===== src/rtl/sbp_pkg.sv =====
// shared constants and types for the serial buffer and packetizer block
package sbp_pkg;
  // flow-control thresholds, in bytes of free receive-buffer space
  localparam int CTS_OFF_FREE   = 17;
  localparam int CTS_ON_FREE    = 34;
  // most characters that may still leave after the host raises rts
  localparam int RTS_SLIP_MAX   = 5;
  // source address bytes put ahead of each rf payload in framed mode
  localparam int SRC_HDR_BYTES  = 2;
  // default buffer sizes and packet payload limit
  localparam int RX_DEPTH_DEF   = 64;
  localparam int TX_DEPTH_DEF   = 16;
  localparam int PKT_MAX_DEF    = 32;
  localparam int FIFO_DEPTH_DEF = 16;
  // width of the rf fit comparison
  localparam int FIT_W          = 9;
  // reset values
  localparam logic CTS_N_RST    = 1'b0;
  localparam logic [7:0] IDLE_RST = 8'h00;

  // one buffered byte; last marks a frame end in framed mode
  typedef struct packed {
    logic       last;
    logic [7:0] data;
  } sbp_byte_s;

  // receive-buffer release sequencer
  typedef enum logic [1:0] {
    P_IDLE  = 2'b00,
    P_SEND  = 2'b01,
    P_FRAME = 2'b11
  } sbp_pk_e;

  // rf payload ingest into the transmit buffer
  typedef enum logic [2:0] {
    I_IDLE   = 3'b000,
    I_HDR_HI = 3'b001,
    I_HDR_LO = 3'b011,
    I_PASS   = 3'b010,
    I_DROP   = 3'b110
  } sbp_in_e;
endpackage


===== src/rtl/sbp_serial_buffer.sv =====
// serial receive/transmit buffers with flow control and packet release
`timescale 1ns/100ps
`default_nettype none

// fifo with registered output stage; depth must be a power of two
module sbp_fifo #(
  parameter int W     = 9,
  parameter int DEPTH = sbp_pkg::FIFO_DEPTH_DEF,
  parameter int CW    = $clog2(DEPTH + 1)
) (
  input  wire logic          clk_in,       // system clock
  input  wire logic          resetn_in,    // async reset, active low
  input  wire logic          in_valid_in,  // write request
  input  wire logic [W-1:0]  in_data_in,   // write data
  output logic               in_ready_out, // room for one more word
  output logic               out_valid_out,// head word present
  output logic [W-1:0]       out_data_out, // head word
  input  wire logic          out_ready_in, // head word taken
  output logic [CW-1:0]      free_out      // free words
);
  localparam int AW = $clog2(DEPTH);
  logic [W-1:0]  mem [DEPTH];
  logic [AW-1:0] wp, rp, next_wp, next_rp;
  logic [CW-1:0] mem_cnt, next_mem_cnt, next_total, next_free;
  logic          wr, pop, ld, next_ov, next_ready;
  logic [W-1:0]  next_od;

  always_comb begin
    wr           = in_valid_in & in_ready_out;
    pop          = out_valid_out & out_ready_in;
    ld           = (mem_cnt != '0) & (~out_valid_out | pop);
    next_wp      = wp + AW'(wr);
    next_rp      = rp + AW'(ld);
    next_mem_cnt = mem_cnt + CW'(wr) - CW'(ld);
    next_ov      = ld | (out_valid_out & ~pop);
    next_od      = ld ? mem[rp] : out_data_out;
    next_total   = next_mem_cnt + CW'(next_ov);
    // ready and free look one write ahead so they can be registered
    next_ready   = next_total < CW'(DEPTH);
    next_free    = CW'(DEPTH) - next_total;
  end

  always_ff @(posedge clk_in or negedge resetn_in) begin
    if (!resetn_in) begin
      wp            <= '0;
      rp            <= '0;
      mem_cnt       <= '0;
      out_valid_out <= 1'b0;
      out_data_out  <= '0;
      in_ready_out  <= 1'b1;
      free_out      <= CW'(DEPTH);
    end else begin
      wp            <= next_wp;
      rp            <= next_rp;
      mem_cnt       <= next_mem_cnt;
      out_valid_out <= next_ov;
      out_data_out  <= next_od;
      in_ready_out  <= next_ready;
      free_out      <= next_free;
    end
  end

  always_ff @(posedge clk_in) begin
    if (wr) begin
      mem[wp] <= in_data_in;
    end
  end
endmodule

module sbp_serial_buffer #(
  parameter int RX_DEPTH = sbp_pkg::RX_DEPTH_DEF,
  parameter int TX_DEPTH = sbp_pkg::TX_DEPTH_DEF,
  parameter int PKT_MAX  = sbp_pkg::PKT_MAX_DEF,
  parameter int RXW      = $clog2(RX_DEPTH + 1),
  parameter int TXW      = $clog2(TX_DEPTH + 1)
) (
  input  wire logic           clk_in,                   // 50 mhz clock
  input  wire logic           resetn_in,                // async, low
  input  wire logic           rts_flow_enable_setting_in, // rts gate on
  input  wire logic           cts_flow_enable_setting_in, // cts out on
  input  wire logic           framed_mode_in,           // 1 framed
  input  wire logic           command_mode_in,          // cmd mode on
  input  wire logic [7:0]     packetization_timeout_in, // char times
  input  wire logic           char_tick_in,             // one char time
  input  wire logic           cmd_seq_detect_in,        // sequence seen
  input  wire logic           ser_rx_valid_in,          // byte from uart
  input  wire logic [7:0]     ser_rx_data_in,           // byte value
  input  wire logic           ser_rx_last_in,           // frame end
  output logic                ser_rx_ready_out,         // buffer room
  output logic                cts_n_out,                // cts, low = go
  output logic [RXW-1:0]      rx_free_out,              // rx free bytes
  input  wire logic           rf_rx_busy_in,            // rf rx running
  output logic                pkt_valid_out,            // packet byte
  output logic [7:0]          pkt_data_out,             // byte value
  output logic                pkt_last_out,             // packet end
  input  wire logic           pkt_ready_in,             // packetizer take
  input  wire logic           rf_rx_valid_in,           // rf payload byte
  input  wire logic [7:0]     rf_rx_data_in,            // byte value
  input  wire logic           rf_rx_first_in,           // first byte
  input  wire logic           rf_rx_last_in,            // last byte
  input  wire logic [7:0]     rf_rx_len_in,             // payload length
  input  wire logic [15:0]    rf_rx_src_in,             // sender address
  output logic                rf_rx_ready_out,          // byte taken
  input  wire logic           evt_valid_in,             // frame byte in
  input  wire logic [7:0]     evt_data_in,              // frame byte
  output logic                evt_ready_out,            // frame byte taken
  output logic                ser_tx_valid_out,         // byte to uart
  output logic [7:0]          ser_tx_data_out,          // byte value
  input  wire logic           ser_tx_ready_in,          // uart took byte
  input  wire logic           rts_n_in,                 // rts, high = stop
  output logic [TXW-1:0]      tx_free_out               // tx free bytes
);
  sbp_pkg::sbp_byte_s rx_in, rx_out;
  sbp_pkg::sbp_pk_e   pst, next_pst;
  sbp_pkg::sbp_in_e   ist, next_ist;
  localparam int FW = sbp_pkg::FIT_W;
  logic           rx_out_valid, rx_pop, rx_wr, pkt_take, flush_pend;
  logic           next_flush, next_pkt_valid, next_pkt_last, next_cts_n;
  logic [7:0]     next_pkt_data, idle_cnt, next_idle;
  logic [RXW-1:0] rx_used, rel_left, next_rel, frm_cnt, next_frm;
  logic [7:0]     tx_wdata, next_tx_data, tx_out;
  logic           tx_wr, tx_in_ready, tx_out_valid, tx_pop, fits;
  logic           next_rf_ready, next_evt_ready, next_tx_valid, rts_hold;

  // rx buffer sits between the uart input and the packetizer
  sbp_fifo #(.W(9), .DEPTH(RX_DEPTH), .CW(RXW)) u_rx_buf (
    .clk_in        (clk_in),
    .resetn_in     (resetn_in),
    .in_valid_in   (ser_rx_valid_in),
    .in_data_in    (rx_in),
    .in_ready_out  (ser_rx_ready_out),
    .out_valid_out (rx_out_valid),
    .out_data_out  (rx_out),
    .out_ready_in  (rx_pop),
    .free_out      (rx_free_out)
  );

  sbp_fifo #(.W(8), .DEPTH(TX_DEPTH), .CW(TXW)) u_tx_buf (
    .clk_in        (clk_in),
    .resetn_in     (resetn_in),
    .in_valid_in   (tx_wr),
    .in_data_in    (tx_wdata),
    .in_ready_out  (tx_in_ready),
    .out_valid_out (tx_out_valid),
    .out_data_out  (tx_out),
    .out_ready_in  (tx_pop),
    .free_out      (tx_free_out)
  );

  // receive side: release sequencer, idle timer, cts
  always_comb begin
    rx_in.data     = ser_rx_data_in;
    rx_in.last     = ser_rx_last_in & framed_mode_in;
    rx_wr          = ser_rx_valid_in & ser_rx_ready_out;
    rx_used        = RXW'(RX_DEPTH) - rx_free_out;
    pkt_take       = ~pkt_valid_out | pkt_ready_in;
    // bytes stay put while rf reception runs
    rx_pop         = rx_out_valid & pkt_take & ~rf_rx_busy_in &
                     ((pst == sbp_pkg::P_SEND) | (pst == sbp_pkg::P_FRAME));
    next_pst       = pst;
    next_rel       = rel_left;
    next_flush     = flush_pend | cmd_seq_detect_in;
    next_frm       = frm_cnt + RXW'(rx_wr & rx_in.last)
                     - RXW'(rx_pop & rx_out.last);
    unique case (pst)
      sbp_pkg::P_IDLE: begin
        if (!rf_rx_busy_in && framed_mode_in && frm_cnt != '0) begin
          next_pst = sbp_pkg::P_FRAME;
        end else if (!rf_rx_busy_in && !framed_mode_in && rx_used != '0 &&
                     (flush_pend ||
                      (!command_mode_in &&
                       (rx_used >= RXW'(PKT_MAX) ||
                        idle_cnt >= packetization_timeout_in)))) begin
          next_pst   = sbp_pkg::P_SEND;
          next_rel   = (rx_used > RXW'(PKT_MAX)) ? RXW'(PKT_MAX) : rx_used;
          // a flush longer than one packet stays pending for the rest
          next_flush = cmd_seq_detect_in |
                       (flush_pend & (rx_used > RXW'(PKT_MAX)));
        end
      end
      sbp_pkg::P_SEND: begin
        if (rx_pop) begin
          next_rel = rel_left - RXW'(1);
          if (rel_left == RXW'(1)) begin
            next_pst = sbp_pkg::P_IDLE;
          end
        end
      end
      sbp_pkg::P_FRAME: begin
        if (rx_pop && rx_out.last) begin
          next_pst = sbp_pkg::P_IDLE;
        end
      end
    endcase
    next_pkt_valid = pkt_valid_out & ~pkt_ready_in;
    next_pkt_data  = pkt_data_out;
    next_pkt_last  = pkt_last_out;
    if (rx_pop) begin
      next_pkt_valid = 1'b1;
      next_pkt_data  = rx_out.data;
      next_pkt_last  = framed_mode_in ? rx_out.last : (rel_left == RXW'(1));
    end
    next_idle = idle_cnt;
    if (rx_wr) begin
      next_idle = sbp_pkg::IDLE_RST;
    end else if (char_tick_in && idle_cnt != 8'hff) begin
      next_idle = idle_cnt + 8'h01;
    end
    next_cts_n = cts_n_out;
    if (!cts_flow_enable_setting_in) begin
      next_cts_n = 1'b0;
    end else if (rx_free_out <= RXW'(sbp_pkg::CTS_OFF_FREE)) begin
      next_cts_n = 1'b1;
    end else if (rx_free_out >= RXW'(sbp_pkg::CTS_ON_FREE)) begin
      next_cts_n = 1'b0;
    end
  end

  always_ff @(posedge clk_in or negedge resetn_in) begin
    if (!resetn_in) begin
      pst           <= sbp_pkg::P_IDLE;
      rel_left      <= '0;
      flush_pend    <= 1'b0;
      frm_cnt       <= '0;
      pkt_valid_out <= 1'b0;
      pkt_data_out  <= 8'h00;
      pkt_last_out  <= 1'b0;
      idle_cnt      <= sbp_pkg::IDLE_RST;
      cts_n_out     <= sbp_pkg::CTS_N_RST;
    end else begin
      pst           <= next_pst;
      rel_left      <= next_rel;
      flush_pend    <= next_flush;
      frm_cnt       <= next_frm;
      pkt_valid_out <= next_pkt_valid;
      pkt_data_out  <= next_pkt_data;
      pkt_last_out  <= next_pkt_last;
      idle_cnt      <= next_idle;
      cts_n_out     <= next_cts_n;
    end
  end

  // transmit side: rf ingest with whole-packet fit check, uart output
  always_comb begin
    // room is checked once, so a wrong length may lose trailing bytes
    fits = (FW'(rf_rx_len_in) + (framed_mode_in ?
            FW'(sbp_pkg::SRC_HDR_BYTES) : FW'(0))) <=
           FW'(tx_free_out);
    next_ist = ist;
    tx_wr    = 1'b0;
    tx_wdata = rf_rx_data_in;
    unique case (ist)
      sbp_pkg::I_IDLE: begin
        if (rf_rx_valid_in) begin
          if (rf_rx_first_in && fits) begin
            next_ist = framed_mode_in ? sbp_pkg::I_HDR_HI
                                      : sbp_pkg::I_PASS;
          end else begin
            next_ist = sbp_pkg::I_DROP;
          end
        end else if (evt_valid_in && evt_ready_out) begin
          tx_wr    = tx_in_ready;
          tx_wdata = evt_data_in;
        end
      end
      sbp_pkg::I_HDR_HI: begin
        tx_wr    = tx_in_ready;
        tx_wdata = rf_rx_src_in[15:8];
        if (tx_in_ready) next_ist = sbp_pkg::I_HDR_LO;
      end
      sbp_pkg::I_HDR_LO: begin
        tx_wr    = tx_in_ready;
        tx_wdata = rf_rx_src_in[7:0];
        if (tx_in_ready) next_ist = sbp_pkg::I_PASS;
      end
      sbp_pkg::I_PASS: begin
        tx_wr = rf_rx_valid_in & rf_rx_ready_out & tx_in_ready;
        if (rf_rx_valid_in && rf_rx_ready_out && rf_rx_last_in) begin
          next_ist = sbp_pkg::I_IDLE;
        end
      end
      sbp_pkg::I_DROP: begin
        if (rf_rx_valid_in && rf_rx_ready_out && rf_rx_last_in) begin
          next_ist = sbp_pkg::I_IDLE;
        end
      end
      default: next_ist = sbp_pkg::I_IDLE;
    endcase
    next_rf_ready  = (next_ist == sbp_pkg::I_PASS) |
                     (next_ist == sbp_pkg::I_DROP);
    // margin of two covers the write that may land while this registers
    next_evt_ready = (next_ist == sbp_pkg::I_IDLE) & framed_mode_in &
                     ~rf_rx_valid_in & (tx_free_out > TXW'(2));
    // host raising rts stops the next byte; the one on the wire still ends
    rts_hold       = rts_flow_enable_setting_in & rts_n_in;
    tx_pop         = tx_out_valid & ~rts_hold &
                     (~ser_tx_valid_out | ser_tx_ready_in);
    next_tx_valid  = tx_pop | (ser_tx_valid_out & ~ser_tx_ready_in);
    next_tx_data   = tx_pop ? tx_out : ser_tx_data_out;
  end

  always_ff @(posedge clk_in or negedge resetn_in) begin
    if (!resetn_in) begin
      ist              <= sbp_pkg::I_IDLE;
      rf_rx_ready_out  <= 1'b0;
      evt_ready_out    <= 1'b0;
      ser_tx_valid_out <= 1'b0;
      ser_tx_data_out  <= 8'h00;
    end else begin
      ist              <= next_ist;
      rf_rx_ready_out  <= next_rf_ready;
      evt_ready_out    <= next_evt_ready;
      ser_tx_valid_out <= next_tx_valid;
      ser_tx_data_out  <= next_tx_data;
    end
  end

  // characters handed to the host while rts holds output back
  logic [2:0] slip_cnt;
  always_ff @(posedge clk_in or negedge resetn_in) begin
    if (!resetn_in) slip_cnt <= 3'h0;
    else if (!rts_hold) slip_cnt <= 3'h0;
    else if (ser_tx_valid_out && ser_tx_ready_in && slip_cnt != 3'h7)
      slip_cnt <= slip_cnt + 3'h1;
  end
endmodule

`default_nettype wire


===== config.mk =====
export PLATFORM = sky130hd
export DESIGN_NAME = sbp_serial_buffer
export DESIGN_NICKNAME = d
export VERILOG_FILES = /design/src/rtl/sbp_pkg.sv /design/src/rtl/sbp_serial_buffer.sv
export SDC_FILE = /design/constraint.sdc
export NUM_CORES = 1
export LEC_CHECK = 0
export ABC_AREA = 1
export ABC_CLOCK_PERIOD_IN_PS = 6200
export BUFFER_PORTS_ARGS = -buffer_cell sky130_fd_sc_hd__buf_4
export CORE_MARGIN = 1
export CORE_UTILIZATION = 45
export CTS_BUF_LIST = sky130_fd_sc_hd__clkbuf_8
export DETAILED_ROUTE_END_ITERATION = 10
export PLACE_DENSITY = 0.72
export SETUP_SLACK_MARGIN = 0.3
export SLEW_MARGIN = 20
export SYNTH_ARGS = -nofsm -noshare
export SYNTH_HDL_FRONTEND = slang
export SYNTH_HIERARCHICAL = 1
export SYNTH_SLANG_ARGS = --single-unit

===== constraint.sdc =====
create_clock -name clk_in -period 6.2 [get_ports clk_in]
set_input_delay 0.62 -clock clk_in [delete_from_list [all_inputs] [get_ports clk_in]]
set_output_delay 0.62 -clock clk_in [all_outputs]
set_load 0.02 [all_outputs]

==> reports/metrics.csv, run 1 <==
metric,value,unit
syn_nets,3666,
grt_max_degree,194,
h-tree-depth,4,
core,79500,µm²
r2r-start,u_tx_buf/out_valid_out$_DFF_PN0_,
tightestPinTransition,1010,ps
leakagePower,0.0167,µW
crit_required,6910,ps
endpoint,u_tx_buf/free_out[4]$_DFF_PN1_,
cts_resized,0,
nets,3783,
overflow,0,
clk_latency,780,ps
finalSetupTns,0,ps
cp_slowest_stage_delay,830,ps
fin_crit_sh,63.7,%
drc,0,
cts_tree,done,
via_per_inst,5.23,
cts_root_buffer,clkbuf_8,
cts_buffer_depth,3,
arrival,4660,ps
maxCapViolations,0,
hold_class,in -> reg,
synth-edff-count,704,
slew_violations,0,
yosysTopAreaCell,edfxtp_1,
timing.rr.end,u_tx_buf/free_out[4]$_DFF_PN1_,
place_hpwl,50100,µm
reg2reg_depth,15,
cp-end-kind,flip-flop,
path_class,reg -> reg,
synth_top_area_share,58.0,%
async_reset_ff_share,14.0,%
fmax,253,MHz
crit_path_start_kind,flip-flop,
multi_input_area,10200,µm²
wl_per_cell,17.8,µm
dieArea,82100,µm²
synthCells,3533,
port_buffers,108,
routed-via-count,25200,
cts.clk_slew.worst_paths,60,ps
synth_cell_types,51,
ys.flop_type,edfxtp_1,
syn_avg_cell_area,10.3,µm²
yosysWarningCount,6,
grt.total_usage,20.9,%
post-place-ws,1870,ps
rows,103,
numPlacedInstances,4561,
worstSetupPathDepth,15,
initial_core_util,45.8,%
layout_commonest_cell,nand2_1,
clock_skew,45.5,ps
crit_fanout,12,
setup_viol_count_final,0,
first_pass_iters,6,
drive_gt1_share,9.37,%
max-vdd-ir-drop,0.370,mV
grt_first_pass_wirelength,134000,µm
worst_slack,2250,ps
crit_family,adder cells,
post-cts-setup-buffer-count,0,
grt_pass1_vias,24400,
cp-startpoint,u_tx_buf/out_valid_out$_DFF_PN0_,
seq_area_frac_synth,65.9,%
slew_headroom,32.2,%
synth-seq-cells,819,
wirelength,85400,µm
rrSetupSlack,2250,ps
ant_nets,0,
rsz0062_at_grt,false,
path_buf_inv,5,
first_iter_violations,2363,
io-pin-count,109,
cts_sinks,819,
antenna_found_initial,1,
final_cells,4807,
status,"finished, final reports clean",
final_cell_area,40400,µm²
period_needed,3950,ps
synthTopCellsByArea,"edfxtp_1 58%, nand2_1 11%, dfrtp_1 7.6%, nand3_1 6.4%, inv_1 3.4%",
timing_hold_violations_final,0,
min_path_cells,4,
post_dp_cell_area,37900,µm²
p_per_area,459,nW/µm²
syn2layout_area_growth,10.8,%
gp_congestion,0.860,
fp.dieH,287,µm
cpMaxStageDelayCell,o21ai_1,
numCtsBuffers,135,
worstPathCellList,nand3_1 > clkinv_1 > o21ai_1 > nor2_1 > inv_1 > nand2_1 > ha_1 > inv_1 > fa_1 > inv_1 > ha_1 > inv_1 > ha_1 > nor3b_2 > ha_1,
syn_area,36400,µm²
fillers,6933,
seq_area,24000,µm²
die_w,287,µm
final_cell_mix,"1080 x nand2_1, 704 x edfxtp_1, 463 x nand3_1",
==> metrics by stage <==
| stage | power [µW] | utilization, % | hold WS (ps) |
|---|---|---|---|
| after floorplan | 12100 | - | 324 |
| after global routing | 19700 | 50.8 | 71.7 |
| final | 18500 | 50.8 | 97.2 |
| after global placement | 14000 | 47.6 | 466 |
| after detailed placement | 14100 | 47.6 | 462 |
| after CTS | 18600 | 50.8 | 10.8 |
==> flip-flops by register name, indices dropped and copies added (netlist names), 5 cells and up <==
name	count
u_rx_buf/rp	6
u_rx_buf/out_data_out	9
ser_tx_data_out	8
u_tx_buf/mem_cnt	5
rel_left	7
u_rx_buf/mem_cnt	7
pkt_data_out	8
u_rx_buf/wp	6
u_rx_buf/mem	576
u_tx_buf/free_out	5
u_rx_buf/free_out	7
frm_cnt	7
u_tx_buf/out_data_out	8
idle_cnt	8
u_tx_buf/mem	128
==> synth_stat cells, drive strengths merged, types with 5 or more instances <==
master and n:
a21oi 53, and3 8, buf 118, clkbuf 31, clkinv 5, dfrtp 111, edfxtp 704, ha 56
inv 340, mux2 8, nand2 1091, nand3 466, nand4 23, nor2 340, nor3 6, o211ai 27
o21ai 93, xnor2 9, xor2 20
==> where the power goes <==
part / internal (µW) / switching, µW / leakage, µW / total, µW
Combinational: 2160 / 4960 / 0.00754 / 7120
Clock: 2260 / 2170 / 0.00147 / 4430
Sequential: 6500 / 484 / 0.00772 / 6980
Total: 10900 / 7610 / 0.0167 / 18500
==> worst min path at each step <==
stage,startpoint,end
floorplan,resetn_in,cts_n_out$_DFFE_PN0P_
global placement,u_tx_buf/out_data_out[1]$_DFFE_PN0P_,ser_tx_data_out[1]$_DFFE_PN0P_
detailed placement,u_tx_buf/out_data_out[4]$_DFFE_PN0P_,ser_tx_data_out[4]$_DFFE_PN0P_
CTS,ser_tx_ready_in,ser_tx_valid_out$_DFF_PN0_
global route,cts_flow_enable_setting_in,cts_n_out$_DFFE_PN0P_
finish,ser_tx_ready_in,ser_tx_valid_out$_DFF_PN0_
==> cells by family (layout without fill, tap and decap cells) <==
kind of cell | after synthesis | count (layout) | synth area share, %
xor gates and xnor gates | 29 | 29 | 0.738
muxes | 8 | 8 | 0.247
other | 0 | 1 | 0
buffers and inverters | 494 | 717 | 6.01
DFF | 819 | 819 | 65.9
and+or+nand+nor | 1942 | 1942 | 22.2
adders and majority gates | 59 | 59 | 2.09
AOI/OAI and AO/OA | 182 | 182 | 2.76
==> worst reg2reg max path, cell delays in order, from the launching register on <==
cell      delay [ps]
dfrtp_1          390
nand3_1          270
clkinv_1         310
o21ai_1          830
nor2_1           160
inv_1            120
nand2_1           60
ha_1             190
inv_1             70
fa_1             420
inv_1            120
ha_1             250
inv_1             80
ha_1             170
nor3b_2          180
ha_1             250
==> per-layer routing <==
metal | track usage, % | part of all wire, % | vias up
met5 | 0 | 0 | -
met4 | 9.73 | 3.8 | 0
met3 | 3.63 | 7.1 | 213
met2 | 34.4 | 49 | 936
met1 | 27.1 | 40 | 12000
li1 | - | - | 12000
==> final cells by class <==
cell class	instances	area share [%]
multi-input combinational	2220	25.3
tap	1050	3.25
sequential	819	59.5
clock inverter	106	1.58
clock buffer	137	4.67
timing repair buffer	129	2.45
inverter	345	3.23
antenna	1	0.00619
==> what timing repair did <==
| action | CTS | global route |
|---|---|---|
| endpoints found under the hold margin | 84 | 0 |
| endpoints found under the setup margin | 0 | 0 |
| hold buffers | 2 | 0 |
Power figures use the tool's default switching activity.
==> run 2, diff against run 1 <==
Settings changed: ABC_CLOCK_PERIOD_IN_PS 6200 to 3850.
Clock period 6.2 ns to 3.85 ns, I/O delays scaled along.
==> run 2 against run 1 <==
  * Global-route usage fell by 0.13 points
  * Critical endpoint unchanged
  * Critical path depth increased by 3
  * Sequential share of layout area down 1.3 points
  * Clock-buffer cell count increased by 1
  * Combinational power grew 66%
  * Routed wire length up 0.12%
  * Setup slack got worse by 1700 ps
==> reports/metrics.csv, run 2 (synthesized netlist as in run 1, its figures left out) <==
metric,value,unit,change
cts_sinks,819,,unchanged
top_regs,"u_rx_buf/mem (576), u_tx_buf/mem (128), u_rx_buf/out_data_out (9)",,unchanged
clk_latency,790,ps,was 780 ps
slew_violations,0,,unchanged
timing_hold_violations_final,0,,unchanged
max-vdd-ir-drop,0.533,mV,was 0.370 mV
worst_slack,539,ps,was 2250 ps
rsz0062_at_grt,true,,was false
grt.total_usage,20.8,%,was 20.9%
grt_pass1_vias,24600,,was 24400
cts_tree,done,,unchanged
numPlacedInstances,4630,,was 4561
cts_root_buffer,clkbuf_8,,unchanged
slew_headroom,30.7,%,was 32.2%
place_hpwl,51300,µm,was 50100 µm
nets,3870,,was 3783
p_per_area,734,nW/µm²,was 459 nW/µm²
clock_skew,41.1,ps,was 45.5 ps
port_buffers,108,,unchanged
worstPathCellList,clkinvlp_4 > nor2_1 > nand2_1 > a311oi_2 > nand2_1 > inv_2 > nor2_1 > inv_1 > nand2_1 > ha_1 > inv_1 > fa_1 > inv_1 > ha_1 > inv_1 > ha_1 > nor3b_2 > ha_1,,was nand3_1 > clkinv_1 > o21ai_1 > nor2_1 > inv_1 > nand2_1 > ha_1 > inv_1 > fa_1 > inv_1 > ha_1 > inv_1 > ha_1 > nor3b_2 > ha_1
numCtsBuffers,136,,was 135
post-place-ws,285,ps,was 1870 ps
p_total,30300,µW,was 18500 µW
wl_per_cell,17.5,µm,was 17.8 µm
finalSetupTns,0,ps,unchanged
crit_path_start_kind,flip-flop,,unchanged
cts.clk_slew.worst_paths,60,ps,about the same
hold_class,in -> async,,was in -> reg
cp_slowest_stage_delay,410,ps,was 830 ps
first_pass_iters,5,,was 6
drive_gt1_share,11.3,%,was 9.37%
period_needed,3310,ps,was 3950 ps
crit_required,4550,ps,was 6910 ps
die_w,287,µm,unchanged
wirelength,85500,µm,was 85400 µm
cpMaxStageDelayCell,fa_1,,was o21ai_1
timing.rr.end,u_tx_buf/free_out[4]$_DFF_PN1_,,unchanged
crit_fanout,7,,was 12
cts_buffer_depth,3,,unchanged
r2r-start,ist[1]$_DFF_PN0_,,was u_tx_buf/out_valid_out$_DFF_PN0_
syn2layout_area_growth,13.3,%,was 10.8%
rrSetupSlack,540,ps,was 2250 ps
leakagePower,0.0173,µW,was 0.0167 µW
initial_core_util,45.8,%,unchanged
rows,103,,unchanged
fin_util,51.9,%,was 50.8%
antenna_found_initial,1,,unchanged
via_per_inst,5.18,,was 5.23
fin_crit_sh,86.0,%,was 63.7%
cp-end-kind,flip-flop,,unchanged
h-tree-depth,4,,unchanged
fmax,302,MHz,was 253 MHz
grt_max_degree,116,,was 194
dieArea,82100,µm²,unchanged
gp_congestion,0.846,,was 0.860
maxCapViolations,0,,unchanged
top_register,u_rx_buf/mem,,unchanged
tightestPinTransition,1040,ps,was 1010 ps
final_cell_mix,"1080 x nand2_1, 704 x edfxtp_1, 462 x nand3_1",,"was 1080 x nand2_1, 704 x edfxtp_1, 463 x nand3_1"
path_buf_inv,6,,was 5
path_class,reg -> reg,,unchanged
drc,0,,unchanged
fp.dieH,287,µm,unchanged
ant_nets,0,,unchanged
io-pin-count,109,,unchanged
overflow,0,,unchanged
arrival,4010,ps,was 4660 ps
reg2reg_depth,18,,was 15
final_cells,4898,,was 4807
status,"finished, final reports clean",,unchanged
core,79500,µm²,unchanged
setup_viol_count_final,0,,unchanged
largest_reg_flops,576,,unchanged
crit_family,adder cells,,unchanged
first_iter_violations,2053,,was 2363
routed-via-count,25400,,was 25200
layout_commonest_cell,nand2_1,,unchanged
grt_first_pass_wirelength,133000,µm,was 134000 µm
==> run 2: through the flow <==
| stage | hold slack (ps) | instance area, µm² |
|---|---|---|
| CTS | 29.4 | 41200 |
| detailed placement | 457 | 38500 |
| global route | 69.3 | 41300 |
| finish | 70.1 | 41300 |
| global placement | 459 | 38500 |
| floorplan | 89.4 | 36400 |
==> run 2: report_power, final <==
part / switching (µW) / internal [µW]
Combinational: 8100 / 3700
Clock: 3620 / 3720
Sequential: 694 / 10500
Total: 12400 / 17900
==> run 2: layout make-up <==
class | instances | area, µm²
antenna | 1 | 2.50
clock buffer | 138 | 1900
clock inverter | 110 | 703
fill | 6774 | 38200
inverter | 345 | 1310
multi-input combinational | 2220 | 10300
sequential | 819 | 24000
tap | 1050 | 1310
timing repair buffer | 215 | 1770
==> run 2: routing by layer <==
layer,wire length (µm),track usage [%],vias up,share of wire (%)
li1,-,-,12200,-
met1,34700,26.5,12100,41
met2,41800,34.6,894,49
met3,5810,3.51,183,6.8
met4,3170,9.99,0,3.7
met5,0,0,-,0
==> run 2: how the worst max path moves through the flow <==
stage | startpoint | cells past startpoint | slack, ps | to
global route | ist[1]$_DFF_PN0_ | 21 | 280 | u_tx_buf/in_ready_out$_DFF_PN1_
floorplan | evt_ready_out$_DFF_PN0_ | 17 | 520 | u_tx_buf/free_out[4]$_DFF_PN1_
CTS | evt_ready_out$_DFF_PN0_ | 18 | 410 | u_tx_buf/free_out[4]$_DFF_PN1_
finish | ist[1]$_DFF_PN0_ | 18 | 540 | u_tx_buf/free_out[4]$_DFF_PN1_
global placement | rf_rx_valid_in | 18 | 370 | u_tx_buf/in_ready_out$_DFF_PN1_
detailed placement | rf_rx_valid_in | 18 | 280 | u_tx_buf/free_out[4]$_DFF_PN1_
==> run 2: timing repair <==
item,4_1_cts,5_1_grt
endpoints found under the hold margin,103,0
gates resized for setup,0,6
setup buffers,0,6
endpoints found under the setup margin,0,3
hold buffers,12,0
==> run 2: worst register-to-register path, cell delays in order (launching register included) <==
cell and delay (ps):
dfrtp_1 380, clkinvlp_4 170, nor2_1 160, nand2_1 80, a311oi_2 250, nand2_1 90
inv_2 120, nor2_1 90, inv_1 100, nand2_1 60, ha_1 190, inv_1 70
fa_1 410, inv_1 120, ha_1 240, inv_1 70, ha_1 190, nor3b_2 190
ha_1 250
